### src/decode_cfg.svh
// constants for the instruction decode and timing block
//
// How it works
// - instruction is 14-bit opcode plus operands
// - three classes: register, bit, literal/control
// - result_target zero to accumulator, one to register
// - register_operand addresses registers 0x00 to 0x7F
// - position_in_register picks bit of 8-bit register
// - literal_constant is eight or eleven bits
// - ignored_position bits never change behaviour
// - one instruction cycle unless test or branch
// - true test or branch adds no-operation cycle
// - instruction cycle is four oscillator periods
// - register_operand names register holding targeted bit
`ifndef DECODE_CFG_SVH
`define DECODE_CFG_SVH

`define CFG_INSTR_WIDTH 14
`define CFG_CLASS_HI 13
`define CFG_CLASS_LO 12
`define CFG_SUBOP_HI 11
`define CFG_SUBOP_LO 8
`define CFG_REG_WIDTH 7
`define CFG_REG_HI 6
`define CFG_REG_LO 0
`define CFG_DEST_BIT 7
`define CFG_BITPOS_WIDTH 3
`define CFG_BITPOS_HI 9
`define CFG_BITPOS_LO 7
`define CFG_DATA_WIDTH 8
`define CFG_LIT_WIDTH 11
`define CFG_LIT8_HI 7
`define CFG_LIT11_HI 10
`define CFG_WIDE_BIT 11

// class field encodings
`define CFG_CLASS_BYTE 2'h0
`define CFG_CLASS_BIT 2'h1
`define CFG_CLASS_JUMP 2'h2
`define CFG_CLASS_LIT 2'h3
// byte sub-opcodes that skip on a true test
`define CFG_SUBOP_DEC_SKIP 4'hB
`define CFG_SUBOP_INC_SKIP 4'hF
// bit class: bits 11:10 of 2 and 3 are tests, 0 and 1 write
`define CFG_BITOP_TEST_BIT 11

// timing
`define CFG_OSC_PER_CYCLE 4
`define CFG_PHASE_WIDTH 2
`define CFG_PHASE_TAKE 2'h0
`define CFG_PHASE_DECIDE 2'h2
`define CFG_PHASE_LAST 2'h3

// reset values
`define CFG_RESET_WORD 14'h0000
`define CFG_RESET_PHASE 2'h0

`endif

### src/decode_pkg.sv
// types shared by the instruction decode and timing block
`include "decode_cfg.svh"

package decode_pkg;

	typedef enum logic [2:0] {
		CLASS_REGISTER = 3'h1,
		CLASS_BIT = 3'h2,
		CLASS_LITERAL = 3'h4
	} instr_class_e;

	typedef enum logic [2:0] {
		MODE_FILL = 3'h1,
		MODE_EXEC = 3'h2,
		MODE_NOP = 3'h4
	} seq_mode_e;

	typedef struct packed {
		instr_class_e instr_class;
		logic [`CFG_SUBOP_HI-`CFG_SUBOP_LO:0] sub_opcode;
		logic [`CFG_REG_WIDTH-1:0] reg_addr;
		logic result_to_file;
		logic [`CFG_BITPOS_WIDTH-1:0] bit_pos;
		logic [`CFG_DATA_WIDTH-1:0] bit_mask;
		logic [`CFG_LIT_WIDTH-1:0] literal;
		logic literal_wide;
		logic conditional;
		logic jumps;
		logic writes_acc;
		logic writes_file;
	} instr_fields_s;

	typedef struct packed {
		logic [`CFG_PHASE_WIDTH-1:0] phase;
	} phase_state_s;

	typedef struct packed {
		seq_mode_e mode;
		instr_fields_s fields;
		logic [`CFG_INSTR_WIDTH-1:0] word;
		logic two_cycle;
		logic exec_active;
		logic nop_cycle;
		logic acc_write;
		logic file_write;
		logic fetch_strobe;
		logic cycle_start;
		logic [`CFG_PHASE_WIDTH-1:0] phase;
	} seq_state_s;

endpackage

### src/cpu_instruction_decode_timing.sv
// instruction decode and one- or two-cycle execution sequencer
`timescale 1ns/1ps
`include "decode_cfg.svh"

module cpu_instruction_decode_timing
	import decode_pkg::*;
(
	input wire logic sys_clk,
	input wire logic reset,
	input wire logic [`CFG_INSTR_WIDTH-1:0] instr_word,
	input wire logic test_true,
	input wire logic pc_changed,
	output logic fetch_strobe,
	output logic cycle_start,
	output logic [`CFG_PHASE_WIDTH-1:0] phase,
	output logic exec_active,
	output logic nop_cycle,
	output logic [`CFG_INSTR_WIDTH-1:0] exec_word,
	output instr_fields_s fields,
	output logic acc_write,
	output logic file_write
);

	////////////////////////////////////////////////////////////////////////////
	// phase counter and field splitter

	logic [`CFG_PHASE_WIDTH-1:0] q_phase;
	logic q_last;
	instr_fields_s split_fields;

	quarter_phase u_phase (
		.sys_clk(sys_clk),
		.reset(reset),
		.phase(q_phase),
		.cycle_last(q_last)
	);

	field_split u_split (
		.word(instr_word),
		.fields(split_fields)
	);

	////////////////////////////////////////////////////////////////////////////
	// sequencer state

	seq_state_s st;
	seq_state_s next_st;
	logic take_phase;
	logic decide_phase;
	logic branch_now;

	always_comb begin
		take_phase = (q_phase == `CFG_PHASE_TAKE);
		decide_phase = (q_phase == `CFG_PHASE_DECIDE);
		// a test only counts for instructions that have one
		branch_now = st.fields.jumps || pc_changed ||
			(st.fields.conditional && test_true);
	end

	always_comb begin
		next_st = st;
		next_st.acc_write = 1'b0;
		next_st.file_write = 1'b0;
		next_st.fetch_strobe = 1'b0;
		next_st.cycle_start = 1'b0;
		// registered copy, so it trails the counter by one period
		next_st.phase = q_phase;
		if (q_phase == `CFG_PHASE_LAST) begin
			next_st.cycle_start = 1'b1;
		end
		case (st.mode)
			MODE_FILL: begin
				// after reset nothing is fetched yet, so run one empty cycle
				next_st.exec_active = 1'b0;
				next_st.nop_cycle = 1'b1;
				if (decide_phase) begin
					next_st.fetch_strobe = 1'b1;
				end
				if (q_last) begin
					next_st.mode = MODE_EXEC;
				end
			end
			MODE_EXEC: begin
				if (take_phase) begin
					next_st.word = instr_word;
					next_st.fields = split_fields;
					next_st.exec_active = 1'b1;
					next_st.nop_cycle = 1'b0;
					next_st.two_cycle = 1'b0;
				end
				if (decide_phase && st.exec_active) begin
					next_st.two_cycle = branch_now;
					next_st.acc_write = st.fields.writes_acc;
					next_st.file_write = st.fields.writes_file;
					next_st.fetch_strobe = 1'b1;
				end
				if (q_last) begin
					if (st.two_cycle) begin
						next_st.mode = MODE_NOP;
					end else begin
						next_st.mode = MODE_EXEC;
					end
				end
			end
			MODE_NOP: begin
				// prefetched word is left on the bus and never captured
				if (take_phase) begin
					next_st.exec_active = 1'b0;
					next_st.nop_cycle = 1'b1;
					next_st.two_cycle = 1'b0;
				end
				// refetch from the new program counter at the usual point
				if (decide_phase) begin
					next_st.fetch_strobe = 1'b1;
				end
				if (q_last) begin
					next_st.mode = MODE_EXEC;
				end
			end
			default: begin
				next_st.mode = MODE_FILL;
				next_st.exec_active = 1'b0;
				next_st.nop_cycle = 1'b1;
			end
		endcase
	end

	////////////////////////////////////////////////////////////////////////////
	// state register

	always_ff @(posedge sys_clk) begin
		if (reset) begin
			st <= '0;
			st.mode <= MODE_FILL;
			st.fields.instr_class <= CLASS_REGISTER;
			st.word <= `CFG_RESET_WORD;
			st.nop_cycle <= 1'b1;
			st.phase <= `CFG_RESET_PHASE;
		end else begin
			st <= next_st;
		end
	end

	////////////////////////////////////////////////////////////////////////////
	// outputs, all straight from the state register

	assign fetch_strobe = st.fetch_strobe;
	assign cycle_start = st.cycle_start;
	assign phase = st.phase;
	assign exec_active = st.exec_active;
	assign nop_cycle = st.nop_cycle;
	assign exec_word = st.word;
	assign fields = st.fields;
	assign acc_write = st.acc_write;
	assign file_write = st.file_write;

endmodule

### src/quarter_phase.sv
// oscillator period counter that marks out one instruction cycle
`timescale 1ns/1ps
`include "decode_cfg.svh"

module quarter_phase
	import decode_pkg::*;
(
	input wire logic sys_clk,
	input wire logic reset,
	output logic [`CFG_PHASE_WIDTH-1:0] phase,
	output logic cycle_last
);

	phase_state_s st;
	phase_state_s next_st;

	always_comb begin
		next_st = st;
		// wraps after four periods, counter width fits the count exactly
		if (st.phase == `CFG_PHASE_LAST) begin
			next_st.phase = `CFG_RESET_PHASE;
		end else begin
			next_st.phase = st.phase + 2'h1;
		end
	end

	always_ff @(posedge sys_clk) begin
		if (reset) begin
			st <= '{phase: `CFG_RESET_PHASE};
		end else begin
			st <= next_st;
		end
	end

	assign phase = st.phase;
	assign cycle_last = (st.phase == `CFG_PHASE_LAST);

endmodule

### src/field_split.sv
// splits an instruction word into its class and operand fields
`timescale 1ns/1ps
`include "decode_cfg.svh"

module field_split
	import decode_pkg::*;
(
	input wire logic [`CFG_INSTR_WIDTH-1:0] word,
	output instr_fields_s fields
);

	logic [1:0] class_code;
	logic [`CFG_SUBOP_HI-`CFG_SUBOP_LO:0] subop;

	always_comb begin
		class_code = word[`CFG_CLASS_HI:`CFG_CLASS_LO];
		subop = word[`CFG_SUBOP_HI:`CFG_SUBOP_LO];
		fields = '0;
		fields.instr_class = CLASS_REGISTER;
		fields.sub_opcode = subop;
		fields.reg_addr = word[`CFG_REG_HI:`CFG_REG_LO];
		fields.result_to_file = word[`CFG_DEST_BIT];
		fields.bit_pos = word[`CFG_BITPOS_HI:`CFG_BITPOS_LO];
		fields.bit_mask = 8'h01 << word[`CFG_BITPOS_HI:`CFG_BITPOS_LO];
		case (class_code)
			`CFG_CLASS_BYTE: begin
				fields.instr_class = CLASS_REGISTER;
				fields.conditional = (subop == `CFG_SUBOP_DEC_SKIP) ||
					(subop == `CFG_SUBOP_INC_SKIP);
				fields.writes_acc = !word[`CFG_DEST_BIT];
				fields.writes_file = word[`CFG_DEST_BIT];
			end
			`CFG_CLASS_BIT: begin
				fields.instr_class = CLASS_BIT;
				fields.result_to_file = 1'b1;
				// bit position sits where result_target would be
				fields.conditional = word[`CFG_BITOP_TEST_BIT];
				fields.writes_file = !word[`CFG_BITOP_TEST_BIT];
			end
			`CFG_CLASS_JUMP: begin
				fields.instr_class = CLASS_LITERAL;
				fields.literal_wide = 1'b1;
				fields.literal = word[`CFG_LIT11_HI:0];
				fields.jumps = 1'b1;
				fields.result_to_file = 1'b0;
			end
			default: begin
				fields.instr_class = CLASS_LITERAL;
				// upper bits of an eight-bit literal are don't care
				fields.literal = {3'h0, word[`CFG_LIT8_HI:0]};
				fields.writes_acc = 1'b1;
				fields.result_to_file = 1'b0;
			end
		endcase
		if (fields.instr_class == CLASS_LITERAL) begin
			fields.bit_mask = 8'h00;
			fields.bit_pos = 3'h0;
			fields.reg_addr = 7'h00;
		end
	end

endmodule

### config.mk
export PLATFORM = sky130hd
export DESIGN_NAME = cpu_instruction_decode_timing
export DESIGN_NICKNAME = d
export VERILOG_FILES = /design/src/decode_pkg.sv /design/src/cpu_instruction_decode_timing.sv /design/src/quarter_phase.sv /design/src/field_split.sv
export VERILOG_INCLUDE_DIRS = /design/src
export SDC_FILE = /design/constraint.sdc
export NUM_CORES = 1
export LEC_CHECK = 0
export BUFFER_PORTS_ARGS = -buffer_cell sky130_fd_sc_hd__buf_2
export CAP_MARGIN = 25
export CORE_MARGIN = 2
export CORE_UTILIZATION = 40
export CTS_CLUSTER_SIZE = 16
export DETAILED_ROUTE_END_ITERATION = 8
export GPL_TIMING_DRIVEN = 0
export PLACE_DENSITY_LB_ADDON = 0.15
export SKIP_CTS_REPAIR_TIMING = 1
export SLEW_MARGIN = 20
export SYNTH_ARGS = -nofsm -noshare
export SYNTH_HDL_FRONTEND = slang
export SYNTH_HIERARCHICAL = 1
export SYNTH_SLANG_ARGS = --single-unit
### constraint.sdc
create_clock -name sys_clk -period 1.95 [get_ports sys_clk]
set_clock_uncertainty 0.2 [all_clocks]
set_input_delay 0.2925 -clock sys_clk [delete_from_list [all_inputs] [get_ports sys_clk]]
set_output_delay 0.2925 -clock sys_clk [all_outputs]
set_load 0.05 [all_outputs]
-- Yosys cells after proc, flatten, opt, wreduce, memory -nomap -nowiden
Cells that the tools add are included.
- flip-flop bits (word level): 69
- word-level logic and storage cells: 82
- output and inout bits: 64
- bitwise gates (word level): 2
- add/subtract/negate cells: 1
- reductions and logical operators: 19
- multiplexer cells: 22
- shifts and indexed selects: 1
- equal/unequal tests: 15
- operators by type and width (kind ; count):
    case mux 11 bit (2 select lines) ; 1
    2-to-1 mux 3 bit ; 5
    case mux 1 bit (2 select lines) ; 6
    case mux 3 bit (2 select lines) ; 2
    2-to-1 mux 11 bit ; 1
    equality test 4 bit, second input constant ; 2
    OR reduction 2 bit ; 4
    left shift 1 x 3 -> 8 bit, first input constant ; 1
    2-to-1 mux 7 bit ; 1
    equality test 2 bit, second input constant ; 3
    equality test 3 bit, second input constant ; 2
    inequality test 2 bit, second input constant ; 3
    AND reduction 2 bit ; 3
    2-to-1 mux 1 bit ; 5
    zero test 2 bit ; 2
    case mux 2 bit (2 select lines) ; 1
    equality test 3 x 1 -> 1 bit, second input constant ; 1
    equality test 3 x 2 -> 1 bit, second input constant ; 1
    logical OR 1 bit ; 3
    inequality test 3 bit, second input constant ; 1
    AND reduction 3 bit ; 1
    OR reduction 3 bit ; 1
    adder 2 x 1 -> 2 bit, second input constant ; 1
    equality test 2 x 1 -> 1 bit, second input constant ; 1
    5 further kinds ; 8

-- Longest topological paths before layout
Gate-level depths: netlist of run 1.
- depth in word-level cells: 4
- gate-level depth with buffers: 7
- gate-level depth less buffers: 6

-- Hierarchy
The synthesis of run 1 kept the hierarchy.
- modules (own cells, without submodules) (module ; cells each ; area an instance (µm²) ; times used):
    cpu_instruction_decode_timing ; 356 ; 2909.0 ; 1
    field_split ; 55 ; 342.8 ; 1
    quarter_phase ; 5 ; 75.1 ; 1

-- Least setup slack after synthesis of run 1
OpenSTA, ideal clock, no wires.
- path kind: reg2reg
- start: register st (netlist bit exec_active)
- end: register st[8] (netlist name)
- setup slack: 0.274 ns
- setup time: 0.121 ns
- stages on the path, launching flop included: 5
- path buffers: 0
- data arrival time: 1.355 ns
- clock period less this slack: 1.676 ns
- cell sequence: dfxtp_1 > nand2b_1 > a31oi_1 > nor3_1 > mux2_2
- cells in the longest elaborated chain, start to end: 3
- elaborated cells on any way between the ends: 5
- those cells by class: eq/ne (1); mux (2); reduce/logical (2)
- RTL lines (element ; line ; text):
    from (decl) ; cpu_instruction_decode_timing.sv:46 ; seq_state_s st;
    from (signal assigned) ; cpu_instruction_decode_timing.sv:140 ; st <= next_st;
    logical AND 1 bit (*) ; cpu_instruction_decode_timing.sv:91 ; if (decide_phase && st.exec_active) begin
    inequality test 3 bit (no line) or 2-to-1 mux 1 bit (tied branches) ; - ;
    AND reduction 3 bit (no line) or case mux 1 bit (2 select lines) (tied branches) ; - ;
Every way passes the cells marked *; elsewhere a longest branch is shown, timed or not.
A chain may end at the register's enable or synchronous reset.

-- Worst setup path in the final report of run 1
- start: register u_phase.st (netlist bit u_phase/phase[0])
- end: register st[66] (netlist name)
- cells in the longest elaborated chain, start to end: 3
- elaborated cells on any way between the ends: 4
- those cells by class: eq/ne (3); reduce/logical (1)
- RTL lines (element ; line ; text):
    from (decl) ; quarter_phase.sv:14 ; phase_state_s st;
    from (signal assigned) ; quarter_phase.sv:29 ; st <= '{phase: `CFG_RESET_PHASE};
    from (signal assigned) ; quarter_phase.sv:31 ; st <= next_st;
    equality test 2 bit (no line) (*) ; - ;
    net q_last ; cpu_instruction_decode_timing.sv:28 ; logic q_last;
    inequality test 2 bit (no line) or inequality test 2 x 1 -> 1 bit (tied branches) ; - ;
    AND reduction 2 bit (no line) (*) ; - ;
Mark *: on every way through the listed nets, which the timed path passes. The rest lies on a longest branch.

==> results of run 1 <==
==> area by class of cell <==
cell class                 instances  area [sq um]  area share, %
timing repair buffer              82           415           10.1
inverter                           7          26.3          0.638
multi-input combinational        255          1290           31.4
clock inverter                     7           121           2.95
clock buffer                       9           124           3.01
tap                              105           131           3.19
sequential                        70          1400           34.0
buffer                            84           607           14.7
==> final timing paths <==
| kind | start | cells after the start | to | slack, ns |
|---|---|---|---|---|
| hold / removal | instr_word[4] | 3 | exec_word[4] | 0.006 |
| setup reg to reg | u_phase/phase[0] | 5 | st[66] | 0.29 |
| hold reg to reg | exec_word[1] | 2 | exec_word[1] | 0.26 |
| setup / recovery | u_phase/phase[0] | 5 | st[66] | 0.29 |
==> critical path, cell delays in order (launching register included) <==
cell and delay, ns:
dfxtp_1 0.47, ha_1 0.34, and2_1 0.18, o21ai_0 0.07, a22oi_1 0.22, nor2_1 0.06
==> report_power, final <==
| group | internal, mW | total (mW) | switching [mW] |
|---|---|---|---|
| logic | 0.0746 | 0.200 | 0.126 |
| clock network | 0.856 | 1.44 | 0.583 |
| registers | 1.44 | 1.45 | 0.0123 |
| total | 2.37 | 3.09 | 0.721 |
==> sequential cells by signal, indices dropped and copies added (netlist names) <==
signal / count
fields: 42
st: 4
fetch_strobe: 1
cycle_start: 1
acc_write: 1
nop_cycle: 1
file_write: 1
exec_active: 1
exec_word: 14
phase: 2
u_phase/phase: 2
==> layout by cell type, fill, tap and decap left out, types with 7 or more instances in the layout <==
cell        n
clkbuf_8    9
and2_1     11
a21oi_1    58
nor2b_1    17
dfxtp_1    70
nor3_1      7
buf_4      68
clkbuf_1    7
nand2_1   116
inv_1       7
buf_2      85
nor2_1      7
==> kinds of logic (layout without fill, tap and decap cells) <==
group	count (synthesis)	after routing	share of synthesized area (%)
compound gates	69	69	10.9
xor+xnor	1	1	0.263
fa+ha+maj	5	5	1.88
buf+inv	91	189	19.0
flops	70	70	42.1
mux	2	2	0.639
simple gates	178	178	25.2
==> stage by stage <==
step	area (sq um)	hold WS, ns	total power [mW]
floorplan	3330	0.163	1.61
detailed placement	3860	0.249	1.69
global route	4120	0.00999	3.19
finish	4120	0.00579	3.09
global placement	3860	0.246	1.68
CTS	4110	-0.0654	3.12
==> metal layers <==
| layer | up-vias | global-route usage (%) | wire length (microns) |
|---|---|---|---|
| met1 | 1219 | 23.4 | 3750 |
| met3 | 9 | 3.56 | 408 |
| li1 | 1473 | - | - |
| met2 | 70 | 25.2 | 3240 |
| met4 | 0 | 7.49 | 104 |
| met5 | - | 0 | 0 |
==> results.json, run 1 <==
{
  "drtIter0Drc": 90,
  "ios": 82,
  "drive_gt1_share_pct": 35.2,
  "grt_pass1_vias": 2462,
  "insertion_delay_ns": 0.35,
  "timing_worst_setup_path_type": "reg2reg",
  "place_congestion": 0.774,
  "synth.net_count": 439,
  "grt_use_total_pct": 16.9,
  "numClockSinks": 70,
  "tritoncts": "yes",
  "grt_overflow": 0,
  "die_h_microns": 95.2,
  "maxSlewHeadroom_pct": 65.0,
  "crit_required_ns": 1.97,
  "arrival_ns": 1.69,
  "io_buffers": 81,
  "root_buffer": "clkbuf_8",
  "synth_commonest_cells": "nand2_1 (116), dfxtp_1 (70), buf_4 (68)",
  "p_leak_nw": 1.87,
  "die_area_sq_um": 9060,
  "p_per_area_nw_per_um2": 751,
  "viasPerCell": 4.48,
  "syn_area_sq_um": 3330,
  "die_w_microns": 95.2,
  "vias": 2771,
  "yosys.area.top_type": "dfxtp_1",
  "cap_violations": 0,
  "placed_cells": 602,
  "tightest_slew_ns": 0.525,
  "dp_hpwl_microns": 5460,
  "clk_path_buf_depth": 2,
  "grt_max_degree": 14,
  "async_flop_share_pct": 0,
  "ys_ff_latch": 70,
  "clock.fmax_ghz": 0.602,
  "path_clk_slew_ns": 0.08,
  "hold_class": "in2reg",
  "fin_util_pct": 50.6,
  "final_nets": 532,
  "worst_setup_path_start_kind": "flip-flop",
  "diodes": 0,
  "critical_path.max_fanout": 8,
  "grt_pass1_wl_microns": 11700,
  "post-synth-top-count-cell": "nand2_1",
  "max-vdd-ir-drop_mv": 0.390,
  "avgSynthCellArea_sq_um": 8.00,
  "first_pass_iters": 4,
  "synthDistinctLibCells": 36,
  "drtAntennaViolNets": 0,
  "totalWireLength_microns": 7500,
  "yosys-top-cells-area": "dfxtp_1 (42%), buf_4 (15%), nand2_1 (13%)",
  "run_status": "completed",
  "setup_ws_ns": 0.288,
  "yosysWarnings": 6,
  "rsz0062_at_grt": "no",
  "setup_viol": 0,
  "yosys_most_used_dff": "dfxtp_1",
  "synth_top_area_share_pct": 42.1,
  "hold_viol_final": 0,
  "post-route-drc-count": 0,
  "rows": 33,
  "min_period_ns": 1.66,
  "seq_area_frac_synth_pct": 42.1,
  "timing.final.crit_share_pct": 85.2,
  "tns_ns": 0,
  "synthCells": 416,
  "cts_inserted_buffers": 9,
  "antenna_found_initial": 0,
  "htree_levels": 3,
  "wl_per_cell_microns": 12.1,
  "place_ws_ns": 0.0706,
  "synth_edf_count": 0,
  "endpoint_kind": "flip-flop",
  "syn_to_final_growth_pct": 23.8,
  "n_fill_cell": 819,
  "start_util_pct": 40.9,
  "layout.cells.non_filler": 619,
  "core_sq_um": 8130,
  "slew_violations": 0
}
Note: power is estimated with default switching activity, not from simulation.
==> inputs of run 2 (changes only) <==
--- a/config.mk
+++ b/config.mk
@@ -18,5 +18,4 @@
 export SLEW_MARGIN = 20
 export SYNTH_ARGS = -nofsm -noshare
 export SYNTH_HDL_FRONTEND = slang
-export SYNTH_HIERARCHICAL = 1
 export SYNTH_SLANG_ARGS = --single-unit
==> results.json, run 2 <==
{
  "dp_hpwl_microns": 4940,
  "cts_inserted_buffers": 9,
  "insertion_delay_ns": 0.34,
  "min_period_ns": 1.85,
  "regMostFlops": "fields",
  "yosys-top-cells-area": "dfxtp_1 (45%), buf_4 (15%), nand2_1 (8.1%)",
  "numClockSinks": 65,
  "synthCells": 349,
  "antenna_found_initial": 0,
  "run_status": "completed",
  "avgSynthCellArea_sq_um": 8.36,
  "timing_worst_setup_path_type": "reg2reg",
  "path_cells": "nand2b_1, buf_6, or3_4, buf_6, or3_1, a21oi_1",
  "final_nets": 467,
  "cap_violations": 0,
  "io_buffers": 79,
  "regArea_sq_um": 1310,
  "hold_viol_final": 0,
  "clk_path_buf_depth": 2,
  "clkPwrFrac_pct": 38.9,
  "die_area_sq_um": 7990,
  "grt_max_degree": 12,
  "slew_violations": 0,
  "drtIter0Drc": 125,
  "placed_cells": 527,
  "post-route-drc-count": 0,
  "timing.final.crit_share_pct": 94.9,
  "async_flop_share_pct": 0,
  "grt_pass1_vias": 2188,
  "wl_per_cell_microns": 12.8,
  "synthDistinctLibCells": 32,
  "fin_area_sq_um": 3690,
  "maxSlewHeadroom_pct": 65.7,
  "rows": 31,
  "n_fill_cell": 728,
  "p_leak_nw": 1.71,
  "tightest_slew_ns": 0.512,
  "cp_common_cell": "buf_6",
  "r2r_cells": 6,
  "yosys.area.top_type": "dfxtp_1",
  "setup_viol": 0,
  "max-vdd-ir-drop_mv": 0.320,
  "yosysWarnings": 0,
  "grt_use_total_pct": 17.9,
  "sw_frac_of_total_pct": 25.2,
  "place_congestion": 0.828,
  "cpMaxStageDelayCell": "or3_4",
  "synth_top_area_share_pct": 44.6,
  "hold_class": "in2reg",
  "path_clk_slew_ns": 0.07,
  "start_util_pct": 40.9,
  "layout.cells.non_filler": 546,
  "multiInputGateArea_sq_um": 1100,
  "clock.fmax_ghz": 0.541,
  "post-synth-top-count-cell": "dfxtp_1",
  "totalWireLength_microns": 6990,
  "drive_gt1_share_pct": 40.5,
  "largest_reg_flops": 40,
  "whs_path_depth": 3,
  "synth.net_count": 373,
  "grt_overflow": 0,
  "seq_area_frac_synth_pct": 44.6,
  "vias": 2515,
  "ios": 82,
  "synth_commonest_cells": "dfxtp_1 (65), nand2_1 (63), buf_4 (58)",
  "place_area_sq_um": 3440,
  "die_h_microns": 89.4,
  "crit_required_ns": 2.02,
  "p_total_mw": 2.54,
  "p_per_area_nw_per_um2": 688,
  "yosys_most_used_dff": "dfxtp_1",
  "final_cell_mix": "buf_2 (83), nand2_1 (63), buf_4 (62)",
  "slowest_delay_ns": 0.37,
  "comb_power_share_pct": 7.8,
  "core_sq_um": 7140,
  "htree_levels": 3,
  "ys_ff_latch": 65,
  "die_w_microns": 89.4,
  "tritoncts": "yes",
  "p_int_mw": 1.90,
  "worst_setup_path_start_kind": "flip-flop",
  "switchingPower_mw": 0.640,
  "synth_edf_count": 0,
  "viasPerCell": 4.61,
  "endpoint_kind": "flip-flop",
  "arrival_ns": 1.92,
  "final_common_cell": "buf_2",
  "syn_to_final_growth_pct": 26.5,
  "root_buffer": "clkbuf_8",
  "critical_path.max_fanout": 7,
  "diodes": 0,
  "grt_pass1_wl_microns": 10800,
  "pwr-share-seq_pct": 53.3,
  "drtAntennaViolNets": 0,
  "first_pass_iters": 4,
  "syn_area_sq_um": 2920
}
## run 2: logic make-up (layout without fill, tap and decap cells)
group / count (synthesis) / in the layout / share of synthesized area [%]
AO/OA/AOI/OAI: 63 / 63 / 12.6
buffers and inverters: 86 / 184 / 19.0
AND/OR/NAND/NOR: 126 / 126 / 20.1
multiplexers: 3 / 3 / 1.07
adder cells (fa/ha/maj): 6 / 6 / 2.57
flip-flops: 65 / 65 / 44.6
## run 2: area by class of cell
type	count	share of cell area [%]
inverters	7	0.712
multi-input cells	198	29.8
clock inverters	3	0.475
plain buffers	78	14.7
flip-flops and latches	65	35.4
repair buffers	84	11.7
well taps	99	3.36
clock buffers	12	3.93
## run 2: metal layers
layer  GRT usage [%]  up-vias  wire (microns)
met1            25.3     1147            3370
met2            25.8       64            3170
met3            3.88       12             312
li1                -     1292               -
met4            8.55        0             135
met5               0        -               0
## run 2: worst paths after layout
path                            slack [ns]          endpoint              from
worst max register to register        0.10         fields[3]            st[67]
worst min register to register        0.25  u_phase.phase[0]  u_phase.phase[0]
worst min-delay path                  0.01        fields[37]    instr_word[10]
worst max-delay path                  0.10         fields[3]            st[67]
## run 2: power groups by stage
stage                     Combinational [mW]  Sequential [mW]  Clock (mW)
after detailed placement               0.176             1.38           0
after CTS                              0.176             1.35        1.02
final                                  0.198             1.35       0.987
after floorplan                        0.108             1.38           0
after global placement                 0.175             1.38           0
after global routing                   0.220             1.35        1.08
## run 2: worst max-delay path: cells and delay by family, from the launching register on
| kind | cells | cell delay [ns] |
|---|---|---|
| flops | 1 | 0.33 |
| compound gates | 1 | 0.12 |
| buf+inv | 2 | 0.28 |
| simple gates | 3 | 0.85 |
## run 2: metrics by stage
stage          hold slack [ns]  setup slack [ns]  utilization, %  TNS [ns]
2_1_floorplan            0.228            0.0363               -         0
3_3_place_gp             0.239            -0.438            48.2    -10.64
3_5_place_dp             0.247            -0.472            48.2    -12.03
4_1_cts                0.00545            -0.295            50.4     -9.92
5_1_grt                 0.0145          -0.00409            51.7  -0.00481
6_report                0.0145             0.100            51.7         0
